===== src/hdl/rail_supervisor_pkg.sv =====
/*
  Shared constants and types for the multi-rail reset supervisor:
  register offsets, field layouts, reset values, timing and states.
  Assumes a single 250 MHz clock and an AXI4-Lite register bus.
*/
package rail_supervisor_pkg;

  // ----------------------------------------------------------------
  // Rails and timing
  // ----------------------------------------------------------------
  localparam int unsigned NUM_RAILS        = 4;
  localparam int unsigned CLK_FREQ_HZ      = 250_000_000;
  localparam int unsigned RESET_TIMEOUT_MS = 140;
  // Least time: ms times clock kHz, exact at 250 MHz, no round-up
  localparam int unsigned RESET_TIMEOUT_CYC =
    (RESET_TIMEOUT_MS * (CLK_FREQ_HZ / 1000) + 0) ;
  localparam int unsigned CNT_W            = 32;

  // ----------------------------------------------------------------
  // Register map (byte addresses)
  // ----------------------------------------------------------------
  localparam logic [7:0] ADDR_CTRL       = 8'h00;
  localparam logic [7:0] ADDR_STATUS     = 8'h04;
  localparam logic [7:0] ADDR_IRQ_STATUS = 8'h08;
  localparam logic [7:0] ADDR_IRQ_MASK   = 8'h0c;

  // Control fields
  localparam int unsigned CTRL_TIMER_EN_BIT = 0;
  localparam logic [31:0] CTRL_RESET_VAL    = 32'h0000_0001;

  // Status fields
  localparam int unsigned ST_SYS_RESET_BIT = 4;
  localparam int unsigned ST_MANUAL_BIT    = 5;
  localparam int unsigned ST_BAND_BIT      = 6;
  localparam int unsigned ST_OVERRIDE_BIT  = 7;
  localparam int unsigned ST_TIMING_BIT    = 8;

  // Interrupt events: rail falls [3:0], reset asserted, reset released
  localparam int unsigned IRQ_W            = 6;
  localparam int unsigned IRQ_ASSERT_BIT   = 4;
  localparam int unsigned IRQ_RELEASE_BIT  = 5;
  localparam logic [IRQ_W-1:0] IRQ_RESET_VAL = 6'h00;

  localparam logic [1:0] RESP_OKAY   = 2'h0;
  localparam logic [1:0] RESP_SLVERR = 2'h2;

  // ----------------------------------------------------------------
  // Types
  // ----------------------------------------------------------------
  typedef enum logic [1:0] {
    ST_HOLD    = 2'b00,
    ST_TIMING  = 2'b01,
    ST_RELEASE = 2'b11
  } seq_state_t;

  typedef struct packed {
    logic [NUM_RAILS-1:0] rail_ok;
    logic                 manual_n;
    logic                 band_10;
    logic                 override_n;
  } sense_t;

endpackage


===== src/hdl/axil_reg_slave.sv =====
/*
  Minimal AXI4-Lite slave front end: accepts one write and one read at
  a time and hands single-cycle strobes to the register file.
  Assumes a well-behaved master; address and data may come in any order.
*/
`timescale 1ns/10ps
module axil_reg_slave (
  // Clock and reset
  input  wire logic        clk_sys,
  input  wire logic        rst_n,
  // AXI4-Lite
  input  wire logic [7:0]  s_axi_awaddr,
  input  wire logic        s_axi_awvalid,
  output logic             s_axi_awready,
  input  wire logic [31:0] s_axi_wdata,
  input  wire logic [3:0]  s_axi_wstrb,
  input  wire logic        s_axi_wvalid,
  output logic             s_axi_wready,
  output logic [1:0]       s_axi_bresp,
  output logic             s_axi_bvalid,
  input  wire logic        s_axi_bready,
  input  wire logic [7:0]  s_axi_araddr,
  input  wire logic        s_axi_arvalid,
  output logic             s_axi_arready,
  output logic [31:0]      s_axi_rdata,
  output logic [1:0]       s_axi_rresp,
  output logic             s_axi_rvalid,
  input  wire logic        s_axi_rready,
  // Register file side
  output logic             wr_en,
  output logic [7:0]       wr_addr,
  output logic [31:0]      wr_data,
  output logic [3:0]       wr_strb,
  input  wire logic        wr_ok,
  output logic             rd_en,
  output logic [7:0]       rd_addr,
  input  wire logic [31:0] rd_data,
  input  wire logic        rd_ok
);
  import rail_supervisor_pkg::*;

  logic       aw_have_r, w_have_r;
  logic [7:0] awaddr_r, araddr_r;
  logic [31:0] wdata_r;
  logic [3:0] wstrb_r;
  logic       rd_pend_r;

  // ----------------------------------------------------------------
  // Write path
  // ----------------------------------------------------------------
  assign s_axi_awready = !aw_have_r && !s_axi_bvalid;
  assign s_axi_wready  = !w_have_r && !s_axi_bvalid;
  assign wr_en   = aw_have_r && w_have_r && !s_axi_bvalid;
  assign wr_addr = awaddr_r;
  assign wr_data = wdata_r;
  assign wr_strb = wstrb_r;

  // Capture each half, commit once both are held
  always_ff @(posedge clk_sys) begin
    if (!rst_n) begin
      aw_have_r    <= 1'b0;
      w_have_r     <= 1'b0;
      awaddr_r     <= 8'h00;
      wdata_r      <= 32'h0000_0000;
      wstrb_r      <= 4'h0;
      s_axi_bvalid <= 1'b0;
      s_axi_bresp  <= RESP_OKAY;
    end else begin
      if (s_axi_awvalid && s_axi_awready) begin
        aw_have_r <= 1'b1;
        awaddr_r  <= s_axi_awaddr;
      end
      if (s_axi_wvalid && s_axi_wready) begin
        w_have_r <= 1'b1;
        wdata_r  <= s_axi_wdata;
        wstrb_r  <= s_axi_wstrb;
      end
      if (wr_en) begin
        aw_have_r    <= 1'b0;
        w_have_r     <= 1'b0;
        s_axi_bvalid <= 1'b1;
        s_axi_bresp  <= wr_ok ? RESP_OKAY : RESP_SLVERR;
      end else if (s_axi_bvalid && s_axi_bready) begin
        s_axi_bvalid <= 1'b0;
      end
    end
  end

  // ----------------------------------------------------------------
  // Read path
  // ----------------------------------------------------------------
  assign s_axi_arready = !rd_pend_r && !s_axi_rvalid;
  assign rd_en   = rd_pend_r;
  assign rd_addr = araddr_r;

  // Address in one cycle, data the next; one read in flight
  always_ff @(posedge clk_sys) begin
    if (!rst_n) begin
      rd_pend_r    <= 1'b0;
      araddr_r     <= 8'h00;
      s_axi_rvalid <= 1'b0;
      s_axi_rdata  <= 32'h0000_0000;
      s_axi_rresp  <= RESP_OKAY;
    end else begin
      if (s_axi_arvalid && s_axi_arready) begin
        rd_pend_r <= 1'b1;
        araddr_r  <= s_axi_araddr;
      end
      if (rd_pend_r) begin
        rd_pend_r    <= 1'b0;
        s_axi_rvalid <= 1'b1;
        s_axi_rdata  <= rd_ok ? rd_data : 32'h0000_0000;
        s_axi_rresp  <= rd_ok ? RESP_OKAY : RESP_SLVERR;
      end else if (s_axi_rvalid && s_axi_rready) begin
        s_axi_rvalid <= 1'b0;
      end
    end
  end

endmodule


===== src/hdl/multi_rail_reset_supervisor.sv =====
/*
  Top level of the multi-rail reset supervisor: per-rail fault outputs,
  the combined system reset with its release timeout, the override
  input, tolerance band select, and an AXI4-Lite register file with
  sticky interrupts.
  Assumes comparator results arrive already synchronous to clk_sys,
  high meaning the rail is above threshold.
*/
`timescale 1ns/10ps

// What this block does
// - Holding the override input low forces every fault output and the system reset high.
// - Each rail fault output follows its own rail one clock later, low when under threshold.
// - System reset is low while any rail is low or manual reset is pulled low.
// - After every cause clears, system reset stays low for the full timeout, then goes high.
// - Band select low chooses the 5 percent band, high the 10 percent band, held static.
// - Manual reset is active low: low requests reset, high is released.
// - With timeout set tied high the internal timeout of at least 140 ms is used.
module multi_rail_reset_supervisor #(
  parameter int unsigned TIMEOUT_CYC = rail_supervisor_pkg::RESET_TIMEOUT_CYC
) (
  // Clock and reset
  input  wire logic        clk_sys,
  input  wire logic        rst_n,
  // Rail comparators, high when above threshold
  input  wire logic        supply_sense_1,
  input  wire logic        supply_sense_2,
  input  wire logic        supply_sense_3,
  input  wire logic        supply_sense_4,
  // Control pins
  input  wire logic        manual_reset_n,
  input  wire logic        override_n,
  input  wire logic        threshold_band_select,
  input  wire logic        timeout_set,
  // Supervisor outputs
  output logic             rail_fault_1_n,
  output logic             rail_fault_2_n,
  output logic             rail_fault_3_n,
  output logic             rail_fault_4_n,
  output logic             sys_reset_n,
  output logic             band_10pct,
  output logic             irq,
  // AXI4-Lite
  input  wire logic [7:0]  s_axi_awaddr,
  input  wire logic        s_axi_awvalid,
  output logic             s_axi_awready,
  input  wire logic [31:0] s_axi_wdata,
  input  wire logic [3:0]  s_axi_wstrb,
  input  wire logic        s_axi_wvalid,
  output logic             s_axi_wready,
  output logic [1:0]       s_axi_bresp,
  output logic             s_axi_bvalid,
  input  wire logic        s_axi_bready,
  input  wire logic [7:0]  s_axi_araddr,
  input  wire logic        s_axi_arvalid,
  output logic             s_axi_arready,
  output logic [31:0]      s_axi_rdata,
  output logic [1:0]       s_axi_rresp,
  output logic             s_axi_rvalid,
  input  wire logic        s_axi_rready
);
  import rail_supervisor_pkg::*;

  // ----------------------------------------------------------------
  // Declarations
  // ----------------------------------------------------------------
  sense_t               sense;
  logic [NUM_RAILS-1:0] fault_n_r;
  logic [NUM_RAILS-1:0] rail_ok_d_r;
  logic                 sys_reset_n_r;
  logic                 hold_d_r;
  logic                 band_r;
  logic                 irq_r;
  logic [31:0]          ctrl_r;
  logic [IRQ_W-1:0]     irq_status_r;
  logic [IRQ_W-1:0]     irq_status_nxt;
  logic [IRQ_W-1:0]     irq_mask_r;
  logic [IRQ_W-1:0]     events;
  logic                 cause_any;
  logic                 hold_reset;
  seq_state_t           seq_state;
  logic                 wr_en, rd_en, wr_ok, rd_ok;
  logic [7:0]           wr_addr, rd_addr;
  logic [31:0]          wr_data, rd_data;
  logic [3:0]           wr_strb;

  assign sense.rail_ok    = {supply_sense_4, supply_sense_3,
                             supply_sense_2, supply_sense_1};
  assign sense.manual_n   = manual_reset_n;
  assign sense.band_10    = threshold_band_select;
  assign sense.override_n = override_n;

  // ----------------------------------------------------------------
  // Reset causes
  // ----------------------------------------------------------------
  // Timer enable off or timeout pin low keeps the internal timer out;
  // the capacitor timeout is not modelled, so reset then stays held.
  assign cause_any = !(&sense.rail_ok)
                   || !sense.manual_n
                   || !timeout_set
                   || !ctrl_r[CTRL_TIMER_EN_BIT];

  reset_timeout_seq #(
    .TIMEOUT_CYC (TIMEOUT_CYC)
  ) u_seq (
    .clk_sys    (clk_sys),
    .rst_n      (rst_n),
    .cause_any  (cause_any),
    .state      (seq_state),
    .hold_reset (hold_reset)
  );

  // ----------------------------------------------------------------
  // Per-rail fault outputs
  // ----------------------------------------------------------------
  // One register stage only, so outputs come from flops
  genvar g;
  generate
    for (g = 0; g < NUM_RAILS; g++) begin : g_rail
      always_ff @(posedge clk_sys) begin
        if (!rst_n) begin
          fault_n_r[g] <= 1'b1;
        end else begin
          fault_n_r[g] <= sense.rail_ok[g] || !sense.override_n;
        end
      end
    end
  endgenerate

  assign rail_fault_1_n = fault_n_r[0];
  assign rail_fault_2_n = fault_n_r[1];
  assign rail_fault_3_n = fault_n_r[2];
  assign rail_fault_4_n = fault_n_r[3];

  // ----------------------------------------------------------------
  // System reset and band select
  // ----------------------------------------------------------------
  // Reset held low from power-up until the sequencer lets go;
  // cause also gates directly so it reaches the pin within one clock
  always_ff @(posedge clk_sys) begin
    if (!rst_n) begin
      sys_reset_n_r <= 1'b0;
    end else begin
      sys_reset_n_r <= !sense.override_n
                    || (!hold_reset && !cause_any);
    end
  end

  // Band is a static strap; it is just reflected for the comparators
  always_ff @(posedge clk_sys) begin
    if (!rst_n) begin
      band_r <= 1'b0;
    end else begin
      band_r <= sense.band_10;
    end
  end

  assign sys_reset_n = sys_reset_n_r;
  assign band_10pct  = band_r;

  // ----------------------------------------------------------------
  // Interrupt events
  // ----------------------------------------------------------------
  always_ff @(posedge clk_sys) begin
    if (!rst_n) begin
      rail_ok_d_r <= '1;
      hold_d_r    <= 1'b1;
    end else begin
      rail_ok_d_r <= sense.rail_ok;
      hold_d_r    <= hold_reset;
    end
  end

  assign events = {hold_d_r && !hold_reset,
                   !hold_d_r && hold_reset,
                   rail_ok_d_r & ~sense.rail_ok};

  // Set wins over a write-one clear in the same cycle
  always_comb begin
    irq_status_nxt = irq_status_r;
    if (wr_en && wr_addr == ADDR_IRQ_STATUS && wr_strb[0]) begin
      irq_status_nxt = irq_status_r & ~wr_data[IRQ_W-1:0];
    end
    irq_status_nxt = irq_status_nxt | events;
  end

  always_ff @(posedge clk_sys) begin
    if (!rst_n) begin
      irq_status_r <= IRQ_RESET_VAL;
      irq_r        <= 1'b0;
    end else begin
      irq_status_r <= irq_status_nxt;
      irq_r        <= |(irq_status_nxt & irq_mask_r);
    end
  end

  assign irq = irq_r;

  // ----------------------------------------------------------------
  // Register file
  // ----------------------------------------------------------------
  axil_reg_slave u_bus (
    .clk_sys       (clk_sys),
    .rst_n         (rst_n),
    .s_axi_awaddr  (s_axi_awaddr),
    .s_axi_awvalid (s_axi_awvalid),
    .s_axi_awready (s_axi_awready),
    .s_axi_wdata   (s_axi_wdata),
    .s_axi_wstrb   (s_axi_wstrb),
    .s_axi_wvalid  (s_axi_wvalid),
    .s_axi_wready  (s_axi_wready),
    .s_axi_bresp   (s_axi_bresp),
    .s_axi_bvalid  (s_axi_bvalid),
    .s_axi_bready  (s_axi_bready),
    .s_axi_araddr  (s_axi_araddr),
    .s_axi_arvalid (s_axi_arvalid),
    .s_axi_arready (s_axi_arready),
    .s_axi_rdata   (s_axi_rdata),
    .s_axi_rresp   (s_axi_rresp),
    .s_axi_rvalid  (s_axi_rvalid),
    .s_axi_rready  (s_axi_rready),
    .wr_en         (wr_en),
    .wr_addr       (wr_addr),
    .wr_data       (wr_data),
    .wr_strb       (wr_strb),
    .wr_ok         (wr_ok),
    .rd_en         (rd_en),
    .rd_addr       (rd_addr),
    .rd_data       (rd_data),
    .rd_ok         (rd_ok)
  );

  // Status is read-only; a write there is answered with an error
  assign wr_ok = (wr_addr == ADDR_CTRL) || (wr_addr == ADDR_IRQ_STATUS)
              || (wr_addr == ADDR_IRQ_MASK);

  always_ff @(posedge clk_sys) begin
    if (!rst_n) begin
      ctrl_r     <= CTRL_RESET_VAL;
      irq_mask_r <= IRQ_RESET_VAL;
    end else if (wr_en && wr_strb[0]) begin
      if (wr_addr == ADDR_CTRL) begin
        ctrl_r[CTRL_TIMER_EN_BIT] <= wr_data[CTRL_TIMER_EN_BIT];
      end
      if (wr_addr == ADDR_IRQ_MASK) begin
        irq_mask_r <= wr_data[IRQ_W-1:0];
      end
    end
  end

  // Read mux
  always_comb begin
    rd_data = 32'h0000_0000;
    rd_ok   = 1'b1;
    case (rd_addr)
      ADDR_CTRL:       rd_data = ctrl_r;
      ADDR_STATUS: begin
        rd_data[NUM_RAILS-1:0]   = fault_n_r;
        rd_data[ST_SYS_RESET_BIT] = sys_reset_n_r;
        rd_data[ST_MANUAL_BIT]   = sense.manual_n;
        rd_data[ST_BAND_BIT]     = band_r;
        rd_data[ST_OVERRIDE_BIT] = sense.override_n;
        rd_data[ST_TIMING_BIT]   = (seq_state == ST_TIMING);
      end
      ADDR_IRQ_STATUS: rd_data[IRQ_W-1:0] = irq_status_r;
      ADDR_IRQ_MASK:   rd_data[IRQ_W-1:0] = irq_mask_r;
      default:         rd_ok = 1'b0;
    endcase
  end

endmodule


===== src/hdl/reset_timeout_seq.sv =====
/*
  Release sequencer: holds system reset while any cause is present,
  then counts the full timeout before letting go.
  Assumes the cause level is synchronous to clk_sys.
*/
`timescale 1ns/10ps
module reset_timeout_seq #(
  parameter int unsigned TIMEOUT_CYC = rail_supervisor_pkg::RESET_TIMEOUT_CYC
) (
  // Clock and reset
  input  wire logic                                  clk_sys,
  input  wire logic                                  rst_n,
  // Cause in, reset out
  input  wire logic                                  cause_any,
  output rail_supervisor_pkg::seq_state_t            state,
  output logic                                       hold_reset
);
  import rail_supervisor_pkg::*;

  localparam logic [CNT_W-1:0] LAST = CNT_W'(TIMEOUT_CYC - 1);

  seq_state_t       state_r;
  logic [CNT_W-1:0] count_r;

  // ----------------------------------------------------------------
  // Sequence
  // ----------------------------------------------------------------
  // A returning cause throws away the partial count
  always_ff @(posedge clk_sys) begin
    if (!rst_n) begin
      state_r <= ST_HOLD;
      count_r <= '0;
    end else if (cause_any) begin
      state_r <= ST_HOLD;
      count_r <= '0;
    end else begin
      case (state_r)
        ST_HOLD: begin
          state_r <= ST_TIMING;
          count_r <= '0;
        end
        ST_TIMING: begin
          if (count_r == LAST) begin
            state_r <= ST_RELEASE;
          end else begin
            count_r <= count_r + 1'b1;
          end
        end
        ST_RELEASE: state_r <= ST_RELEASE;
        default:    state_r <= ST_HOLD;
      endcase
    end
  end

  assign state      = state_r;
  assign hold_reset = (state_r != ST_RELEASE);

endmodule


===== config.mk =====
export PLATFORM = sky130hd
export DESIGN_NAME = multi_rail_reset_supervisor
export DESIGN_NICKNAME = d
export VERILOG_FILES = /design/src/hdl/rail_supervisor_pkg.sv /design/src/hdl/axil_reg_slave.sv /design/src/hdl/multi_rail_reset_supervisor.sv /design/src/hdl/reset_timeout_seq.sv
export SDC_FILE = /design/constraint.sdc
export NUM_CORES = 1
export LEC_CHECK = 0
export BUFFER_PORTS_ARGS = -buffer_cell sky130_fd_sc_hd__buf_2
export CAP_MARGIN = 20
export CORE_MARGIN = 3
export CORE_UTILIZATION = 40
export CTS_CLUSTER_SIZE = 40
export DETAILED_ROUTE_END_ITERATION = 6
export MAX_ROUTING_LAYER = met4
export PLACE_DENSITY = 0.61
export SKIP_CTS_REPAIR_TIMING = 1
export SLEW_MARGIN = 10
export SYNTH_ARGS = -nofsm -noshare
export SYNTH_HDL_FRONTEND = slang
export SYNTH_SLANG_ARGS = --single-unit

===== constraint.sdc =====
create_clock -name clk_sys -period 2.9 [get_ports clk_sys]
set_input_delay 0.435 -clock clk_sys [delete_from_list [all_inputs] [get_ports clk_sys]]
set_output_delay 0.435 -clock clk_sys [all_outputs]
set_load 0.03 [all_outputs]

==> Flow_metrics.wiki, run 1 <==
{| class="wikitable"
! Metric !! Value
|-
| Run status || completed
|-
| HPWL after DPL || 6542 um
|-
| Worst flop-to-flop path startpoint || u_bus.wr_addr[4]
|-
| Synth Warn # || 0
|-
| Synthesized instance count || 502
|-
| R2R cell count || 5
|-
| IO buf count || 60
|-
| Slew margin rel. || between 60% and 70%
|-
| Endpoint of the worst register-to-register path || irq
|-
| Critical path fanouts, max || 7
|-
| Clock transition at the registers of the reported paths || 0.10 ns
|-
| ANT cells || 0
|-
| Worst-case clock buffer depth || 2
|-
| Overall power after layout || around 2.7 mW
|-
| Overflow after GRT || 0
|-
| Share of the cycle needed by the critical path after routing || 72.09%
|-
| Worst Skew || about 0.018 ns
|-
| Routed wire length || roughly 9200 um
|-
| Initial cell density of the core || 41.35%
|-
| Core footprint || 0.01042 mm2
|-
| Mean post-synth cell area || 8.579 um2
|-
| RSZ-0062 raised after global routing || no
|-
| Biggest cell delay along the critical path || roughly 0.56 ns
|-
| Setup violations, final || 0
|-
| DIE AREA || 0.01205 mm2
|-
| Share of flip-flops with an asynchronous set or reset || 0%
|-
| Ratio of cells with drive above 1 in the final layout || 17.71%
|-
| Critical Setup Path Class || reg2reg
|-
| Setup slack of the most critical reg-to-reg path || a little over 0.8 ns
|-
| Total placed cells including tap cells || 680
|-
| Die span in y || 109.8 um
|-
| Number of clock sinks seen by CTS || 98
|-
| Summed instance area of the synthesized netlist || 0.004307 mm2
|-
| Number of top-level pins || roughly 120
|-
| EDFF count, synth || 0
|-
| Fin nets || 623
|-
| Achievable frequency || 0.4783 GHz
|-
| Most used flip-flop cell after synthesis || dfxtp_1
|-
| CTS Root Cell || clkbuf_8
|-
| Slew @ Worst Pin || 0.5331 ns
|-
| Number of violations of the max-capacitance limit || 0
|-
| Pre-CTS worst setup slack || 0.7859 ns
|-
| Total number of vias || 3502
|-
| Routed via count divided by cell count || between 5 and 6
|-
| Std cell rows || 37
|-
| Required time at the worst-slack endpoint || 3.13 ns
|-
| Setup crit end kind || flop
|-
| Final weighted congestion of routability-driven global placement || 0.7869
|-
| Worst-path cell chain || or4_4 > nor4_4 > o21ai_2 > a221oi_2 > a41oi_1
|-
| Maximum number of pins on one net before global-route repair || 31
|-
| Detail Route Antenna Nets || 0
|-
| Horizontal die dimension || 109.8 um
|-
| Launch point of the worst hold path || threshold_band_select
|-
| Worst hold path type || in2reg
|-
| Insertion delay of the later-clocked pin in the worst-skew pair || 0.37 ns
|-
| Number of global-route vias before repair || 3252
|-
| Leak pwr || 1.810 nW
|-
| Initial antenna violation count || 0
|-
| Final core utilization || 46.79%
|-
| Cell with the biggest individual delay on the critical path || or4_4
|-
| Kind of start point of the critical path || flop
|-
| Ratio of total power to cell area || 563.4 mW/mm2
|-
| Remaining design rule violation count || 0
|-
| Worst Path Arrival || 2.32 ns
|-
| Count of distinct cell types in the synthesized netlist || 56
|-
| Clock tree from TritonCTS || done
|-
| Final TNS setup || 0 ns
|-
| Maximum VDD drop || 0.4488 mV
|-
| Post-route insts no fill || between 600 and 700
|-
| Gr usage total || 16.54%
|-
| TritonCTS Buffers || 9
|-
| Worst Hold Endpoint || band_10pct
|-
| Wire length of the first global-routing pass || 15350 um
|-
| Post-layout minimum cycle time || 2.091 ns
|-
| Area delta synth->final || 13.16%
|-
| Number of synthesized register bits || 98
|-
| Hold Vio Cnt, Final || 0
|-
| Final Max Slew Viols || 0
|-
| Depth of the CTS H-tree || 3
|-
| Violation count after the first detailed-route iteration || 216
|-
| Routed length per instance || between 10 and 15 um
|-
| Number of search-and-repair iterations in the first detailed-routing pass || 4
|-
| Sequential share of the synthesized area || 45.55%
|-
| Cell depth of the worst min-delay path || 2
|-
| PnR worst setup slack || ~0.81 ns
|}
==> through the flow <==
| stage | hold WS, ns | cell area [um2] |
|---|---|---|
| floorplan | 0.4258 | 4397 |
| global placement | 0.4394 | 4628 |
| detailed placement | 0.4427 | 4628 |
| CTS | 0.2482 | 4873 |
| global route | 0.2537 | 4873 |
| finish | 0.2715 | 4873 |
==> metal layers <==
| layer | global-route usage [%] | share of wire [%] |
|---|---|---|
| met1 | 20.78 | 47 |
| met5 | - | 0 |
| met2 | 25.98 | 47 |
| met3 | 4.991 | 4.9 |
| met4 | 4.363 | 1.3 |
==> report_power, final <==
part | switching (mW) | internal, mW
Combinational | 0.169 | 0.0853
Clock | 0.474 | 0.598
Sequential | 0.0319 | 1.39
==> sequential cells by signal, indices dropped and copies added (netlist names), 2 cells and up <==
signal / flops
u_bus.s_axi_rdata: 9
irq_status_r: 6
irq_mask_r: 6
u_bus.wr_addr: 8
u_bus.wr_data: 6
u_seq.state: 2
u_bus.rd_addr: 8
u_seq.count_r: 32
rail_ok_d_r: 4
==> worst max path at each step <==
| stage | from | endpoint | cells after the start | slack, ns |
|---|---|---|---|---|
| floorplan | u_bus.s_axi_bvalid | u_bus.wr_data[5] | 5 | 1.05 |
| global placement | u_seq.count_r[0] | u_seq.count_r[28] | 6 | 0.79 |
| detailed placement | u_bus.wr_addr[4] | irq | 5 | 0.79 |
| CTS | u_bus.wr_addr[4] | irq | 5 | 0.77 |
| global route | u_seq.count_r[0] | u_seq.count_r[20] | 6 | 0.55 |
| finish | u_bus.wr_addr[4] | irq | 5 | 0.81 |
==> critical path: cells and delay by family, from the launching register on <==
family           cells  cell delay [ns]
AO/OA/AOI/OAI        3             0.55
flip-flops           1             0.33
AND/OR/NAND/NOR      2             1.06
==> layout by cell type, fill, tap and decap left out, drive strengths merged, types with 2 or more instances in the layout <==
cell    Yosys  final
a22oi       7      7
nand4      11     11
nor3        8      8
or2         6      6
o21ai      18     18
nor2b       7      7
a21boi      3      3
clkbuf     18     10
and2        7      7
or3         8      8
xor2        4      4
nand3      16     16
nand2      51     51
xnor2      16     16
bufinv      0      3
nand2b      8      8
mux2i      13     13
buf        28     64
inv        12     14
conb        1     25
nor4b       4      4
dfxtp      98     98
nand3b      2      2
o311ai      2      2
a21oi      42     42
and4        5      5
nor2       68     68
o311a       2      2
mux2        5      5
nor4       14     14
==> cells by family after synthesis <==
logic type | after synthesis | synth area share, %
AO/OA/AOI/OAI | 83 | 11.68
XOR/XNOR | 20 | 4.067
adder cells (fa/ha/maj) | 1 | 0.2905
buffers and inverters | 59 | 7.379
flip-flops | 98 | 45.55
multiplexers | 19 | 4.852
other | 1 | 0.08708
AND/OR/NAND/NOR | 221 | 26.09
==> synth_stat cells, types with 2 or more instances <==
| master | count | area [um2] |
|---|---|---|
| nor2_1 | 68 | 255.2 |
| or3_1 | 8 | 50.05 |
| o21ai_0 | 13 | 65.06 |
| dfxtp_1 | 98 | 1962 |
| nor4b_1 | 4 | 35.03 |
| a21boi_0 | 3 | 22.52 |
| nor3_1 | 8 | 40.04 |
| mux2_2 | 5 | 56.30 |
| o311a_1 | 2 | 20.02 |
| inv_1 | 12 | 45.04 |
| xor2_1 | 4 | 35.03 |
| and4_1 | 5 | 43.79 |
| or2_2 | 6 | 37.54 |
| nor2b_1 | 7 | 43.79 |
| buf_2 | 2 | 10.01 |
| o21ai_1 | 4 | 20.02 |
| clkbuf_1 | 18 | 67.56 |
| nand2b_1 | 8 | 50.05 |
| xnor2_1 | 16 | 140.1 |
| nand4_1 | 10 | 62.56 |
| a22oi_1 | 7 | 52.55 |
| nand2_1 | 51 | 191.4 |
| nand3_1 | 16 | 80.08 |
| mux2i_1 | 13 | 130.1 |
| buf_4 | 25 | 187.7 |
| nor4_1 | 12 | 75.07 |
| and2_1 | 6 | 37.54 |
| a21oi_1 | 42 | 210.2 |
| nand3b_1 | 2 | 15.01 |
==> layout make-up <==
| class | count | area, um2 |
|---|---|---|
| tap | 136 | 170.2 |
| clock buffer | 10 | 137.6 |
| inverter | 13 | 48.80 |
| timing repair buffer | 64 | 330.3 |
| clock inverter | 5 | 107.6 |
| sequential | 98 | 1962 |
| fill | 1043 | 5543 |
| multi-input combinational | 369 | 2117 |
Note: power is estimated with default switching activity, not from simulation.
==> run 2: changes to the inputs <==
--- a/config.mk
+++ b/config.mk
@@ -12,7 +12,7 @@
 export CTS_CLUSTER_SIZE = 40
 export DETAILED_ROUTE_END_ITERATION = 6
 export MAX_ROUTING_LAYER = met4
-export PLACE_DENSITY = 0.61
+export PLACE_DENSITY = 0.64
 export SKIP_CTS_REPAIR_TIMING = 1
 export SLEW_MARGIN = 10
 export SYNTH_ARGS = -nofsm -noshare
==> constraint.sdc (replaced) <==
create_clock -name clk_sys -period 1.7 [get_ports clk_sys]
set_input_delay 0.255 -clock clk_sys [delete_from_list [all_inputs] [get_ports clk_sys]]
set_output_delay 0.255 -clock clk_sys [all_outputs]
set_load 0.03 [all_outputs]
==> run 2 against run 1 <==
The run now ends with negative setup slack left. Register-to-register slack lost 1.0 ns. Sequential cell count unchanged. Critical path depth grew 1. Core utilization up 6.3 points. Non-clock buffer count rose by 52. Final area is 13% higher. Via count up 5.3%. Clock skew down 0.0086 ns. Sequential share of layout area shrank 4.5 points. Largest cell class unchanged. Wire length increased by 8.1%. Die area is the same. Maximum frequency rose by 10%.
==> Flow_metrics.wiki, run 2 (synthesis results as in run 1) <==
{| class="wikitable"
! Metric !! Value
|-
| Wire length of the first global-routing pass || 16350 um (+6.5%)
|-
| Hold Vio Cnt, Final || 0 (unchanged)
|-
| Critical Setup Path Class || reg2reg
|-
| Fin nets || 675 (+8.3%)
|-
| Commonest non-fill, non-tap cells in the layout || dfxtp_1 (90), nor2_1 (64), buf_2 (60)
|-
| Register bank with the most flops || u_seq.count_r
|-
| Number of violations of the max-capacitance limit || 0 (unchanged)
|-
| Detail Route Antenna Nets || 0 (unchanged)
|-
| Routed wire length || 9991 um (+8.1%)
|-
| PnR worst setup slack || -0.1957 ns (-1.005 ns)
|-
| Routed via count divided by cell count || 4.930 (-2.2%)
|-
| Insertion delay of the later-clocked pin in the worst-skew pair || 0.38 ns (about the same)
|-
| TritonCTS Buffers || 9 (unchanged)
|-
| Worst-path cell chain || or4_4 > nor4_4 > buf_6 > o21ai_4 > a221oi_2 > a41oi_1
|-
| ANT cells || 0 (unchanged)
|-
| Maximum VDD drop || 0.5504 mV (+23%)
|-
| Routed length per instance || 13.36 um (+0.48%)
|-
| Cell with the biggest individual delay on the critical path || or4_4
|-
| Kind of start point of the critical path || flop
|-
| Maximum number of pins on one net before global-route repair || 30 (-3.2%)
|-
| Setup crit end kind || flop
|-
| Worst-case clock buffer depth || 2 (unchanged)
|-
| CTS Root Cell || clkbuf_8
|-
| Final weighted congestion of routability-driven global placement || 0.7438 (-5.5%)
|-
| HPWL after DPL || 7197 um (+10%)
|-
| Std cell rows || 37 (unchanged)
|-
| Top flop regs || u_seq.count_r: 32 flops, u_bus.s_axi_rdata: 9 flops
|-
| Ratio of total power to cell area || 805.6 mW/mm2 (+43%)
|-
| Worst hold path type || in2reg
|-
| Run status || complete, but fails checks
|-
| Number of clock sinks seen by CTS || 98 (unchanged)
|-
| Horizontal die dimension || 109.8 um (unchanged)
|-
| Gr usage total || 17.78% (+1.2 points)
|-
| Critical path fanouts, max || 7 (unchanged)
|-
| Die span in y || 109.8 um (unchanged)
|-
| Final core utilization || 53.07% (+6.3 points)
|-
| Worst Path Arrival || 2.15 ns (-0.17 ns)
|-
| DIE AREA || 0.01205 mm2 (unchanged)
|-
| Post-route insts no fill || 748 (+7.6%)
|-
| Ratio of cells with drive above 1 in the final layout || 30.88% (+13 points)
|-
| Family of cells with the greatest summed delay on the critical path || simple AND/OR/NAND/NOR gates
|-
| Leak pwr || 2.243 nW (+24%)
|-
| Post-layout minimum cycle time || 1.896 ns (-0.1950 ns)
|-
| Most frequent standard cell in the layout excluding fill and tap cells || dfxtp_1
|-
| Flip-flop count of the largest register, all copies and words added || 32 (unchanged)
|-
| Required time at the worst-slack endpoint || 1.96 ns (-1.17 ns)
|-
| IO buf count || 60 (unchanged)
|-
| Initial cell density of the core || 41.35% (unchanged)
|-
| Total number of vias || 3688 (+5.3%)
|-
| Number of search-and-repair iterations in the first detailed-routing pass || 4 (unchanged)
|-
| Setup violations, final || 12 (+12)
|-
| Final Max Slew Viols || 0 (unchanged)
|-
| Remaining design rule violation count || 0 (unchanged)
|-
| Biggest cell delay along the critical path || 0.55 ns (about the same)
|-
| Worst Skew || 0.009282 ns (-0.008571 ns)
|-
| Initial antenna violation count || 0 (unchanged)
|-
| Depth of the CTS H-tree || 3 (unchanged)
|-
| Achievable frequency || 0.5275 GHz (+10%)
|-
| Area delta synth->final || 28.36%
|-
| Pre-CTS worst setup slack || -0.2000 ns (-0.9859 ns)
|-
| Core footprint || 0.01042 mm2 (unchanged)
|-
| Overall power after layout || 4.453 mW (+62%)
|-
| Failing checks || negative setup slack
|-
| Overflow after GRT || 0 (unchanged)
|-
| Total placed cells including tap cells || 727 (+6.9%)
|-
| Share of the cycle needed by the critical path after routing || 111.5% (+39 points)
|-
| CP bufs+invs || 1 (+1)
|-
| Clock tree from TritonCTS || done
|-
| RSZ-0062 raised after global routing || yes
|-
| Number of top-level pins || 115 (unchanged)
|-
| # fillers || 1007 (-3.5%)
|-
| Clock transition at the registers of the reported paths || 0.10 ns (about the same)
|-
| Number of global-route vias before repair || 3594 (+11%)
|-
| Violation count after the first detailed-route iteration || 166 (-23%)
|}
## run 2: changes by cell type in the layout (fill, tap and decap cells not counted), moves of 4 or more
cell     change
dfxtp_2      +7
nor4_4       +8
nor2_1       -4
buf_6        +5
dfxtp_1      -8
nor4_1      -11
o21ai_0      -4
buf_4       +45
## run 2: worst reg2reg max path, cell delays in order (launching register included)
cell	delay (ns)
dfxtp_2	0.33
or4_4	0.55
nor4_4	0.29
buf_6	0.17
o21ai_4	0.06
a221oi_2	0.25
a41oi_1	0.13
## run 2: stage by stage
stage,TNS [ns],cell area [um2],hold slack [ns]
after floorplan,-0.09854,4399,0.3280
after global placement,-0.7844,5009,0.4395
after detailed placement,-0.9720,5009,0.4427
after CTS,-1.436,5210,0.07545
after global routing,-1.843,5528,0.08545
final,-0.7483,5528,0.09337
## run 2: final timing paths
| kind | start | depth (start not counted) | endpoint | slack (ns) |
|---|---|---|---|---|
| max | u_bus.wr_addr[7] | 6 | irq | -0.20 |
| min reg2reg | u_bus.wr_addr[1] | 2 | u_bus.wr_addr[1] | 0.46 |
| max reg2reg | u_bus.wr_addr[7] | 6 | irq | -0.20 |
| min | threshold_band_select | 2 | band_10pct | 0.09 |
## run 2: final cells by class
type	count	area (um2)	area share, %
Multi-Input combinational cell	369	2369	42.85
Sequential cell	98	1974	35.72
Timing Repair Buffer	116	764.5	13.83
Tap cell	136	170.2	3.078
Clock buffer	9	123.9	2.241
Clock inverter	7	77.57	1.403
Inverter	13	48.80	0.8828
## run 2: power by group
part	internal (mW)	switching [mW]	leakage [nW]
registers	2.36	0.0557	0.802
logic	0.180	0.303	1.34
clock network	0.693	0.857	0.100
## run 2: layer usage
metal,vias to the layer above,wire length [um],track usage [%]
met4,0,230,8.014
met1,1710,4604,22.43
met2,70,4799,28.07
met3,17,357,2.819
li1,1891,-,-
met5,-,0,-
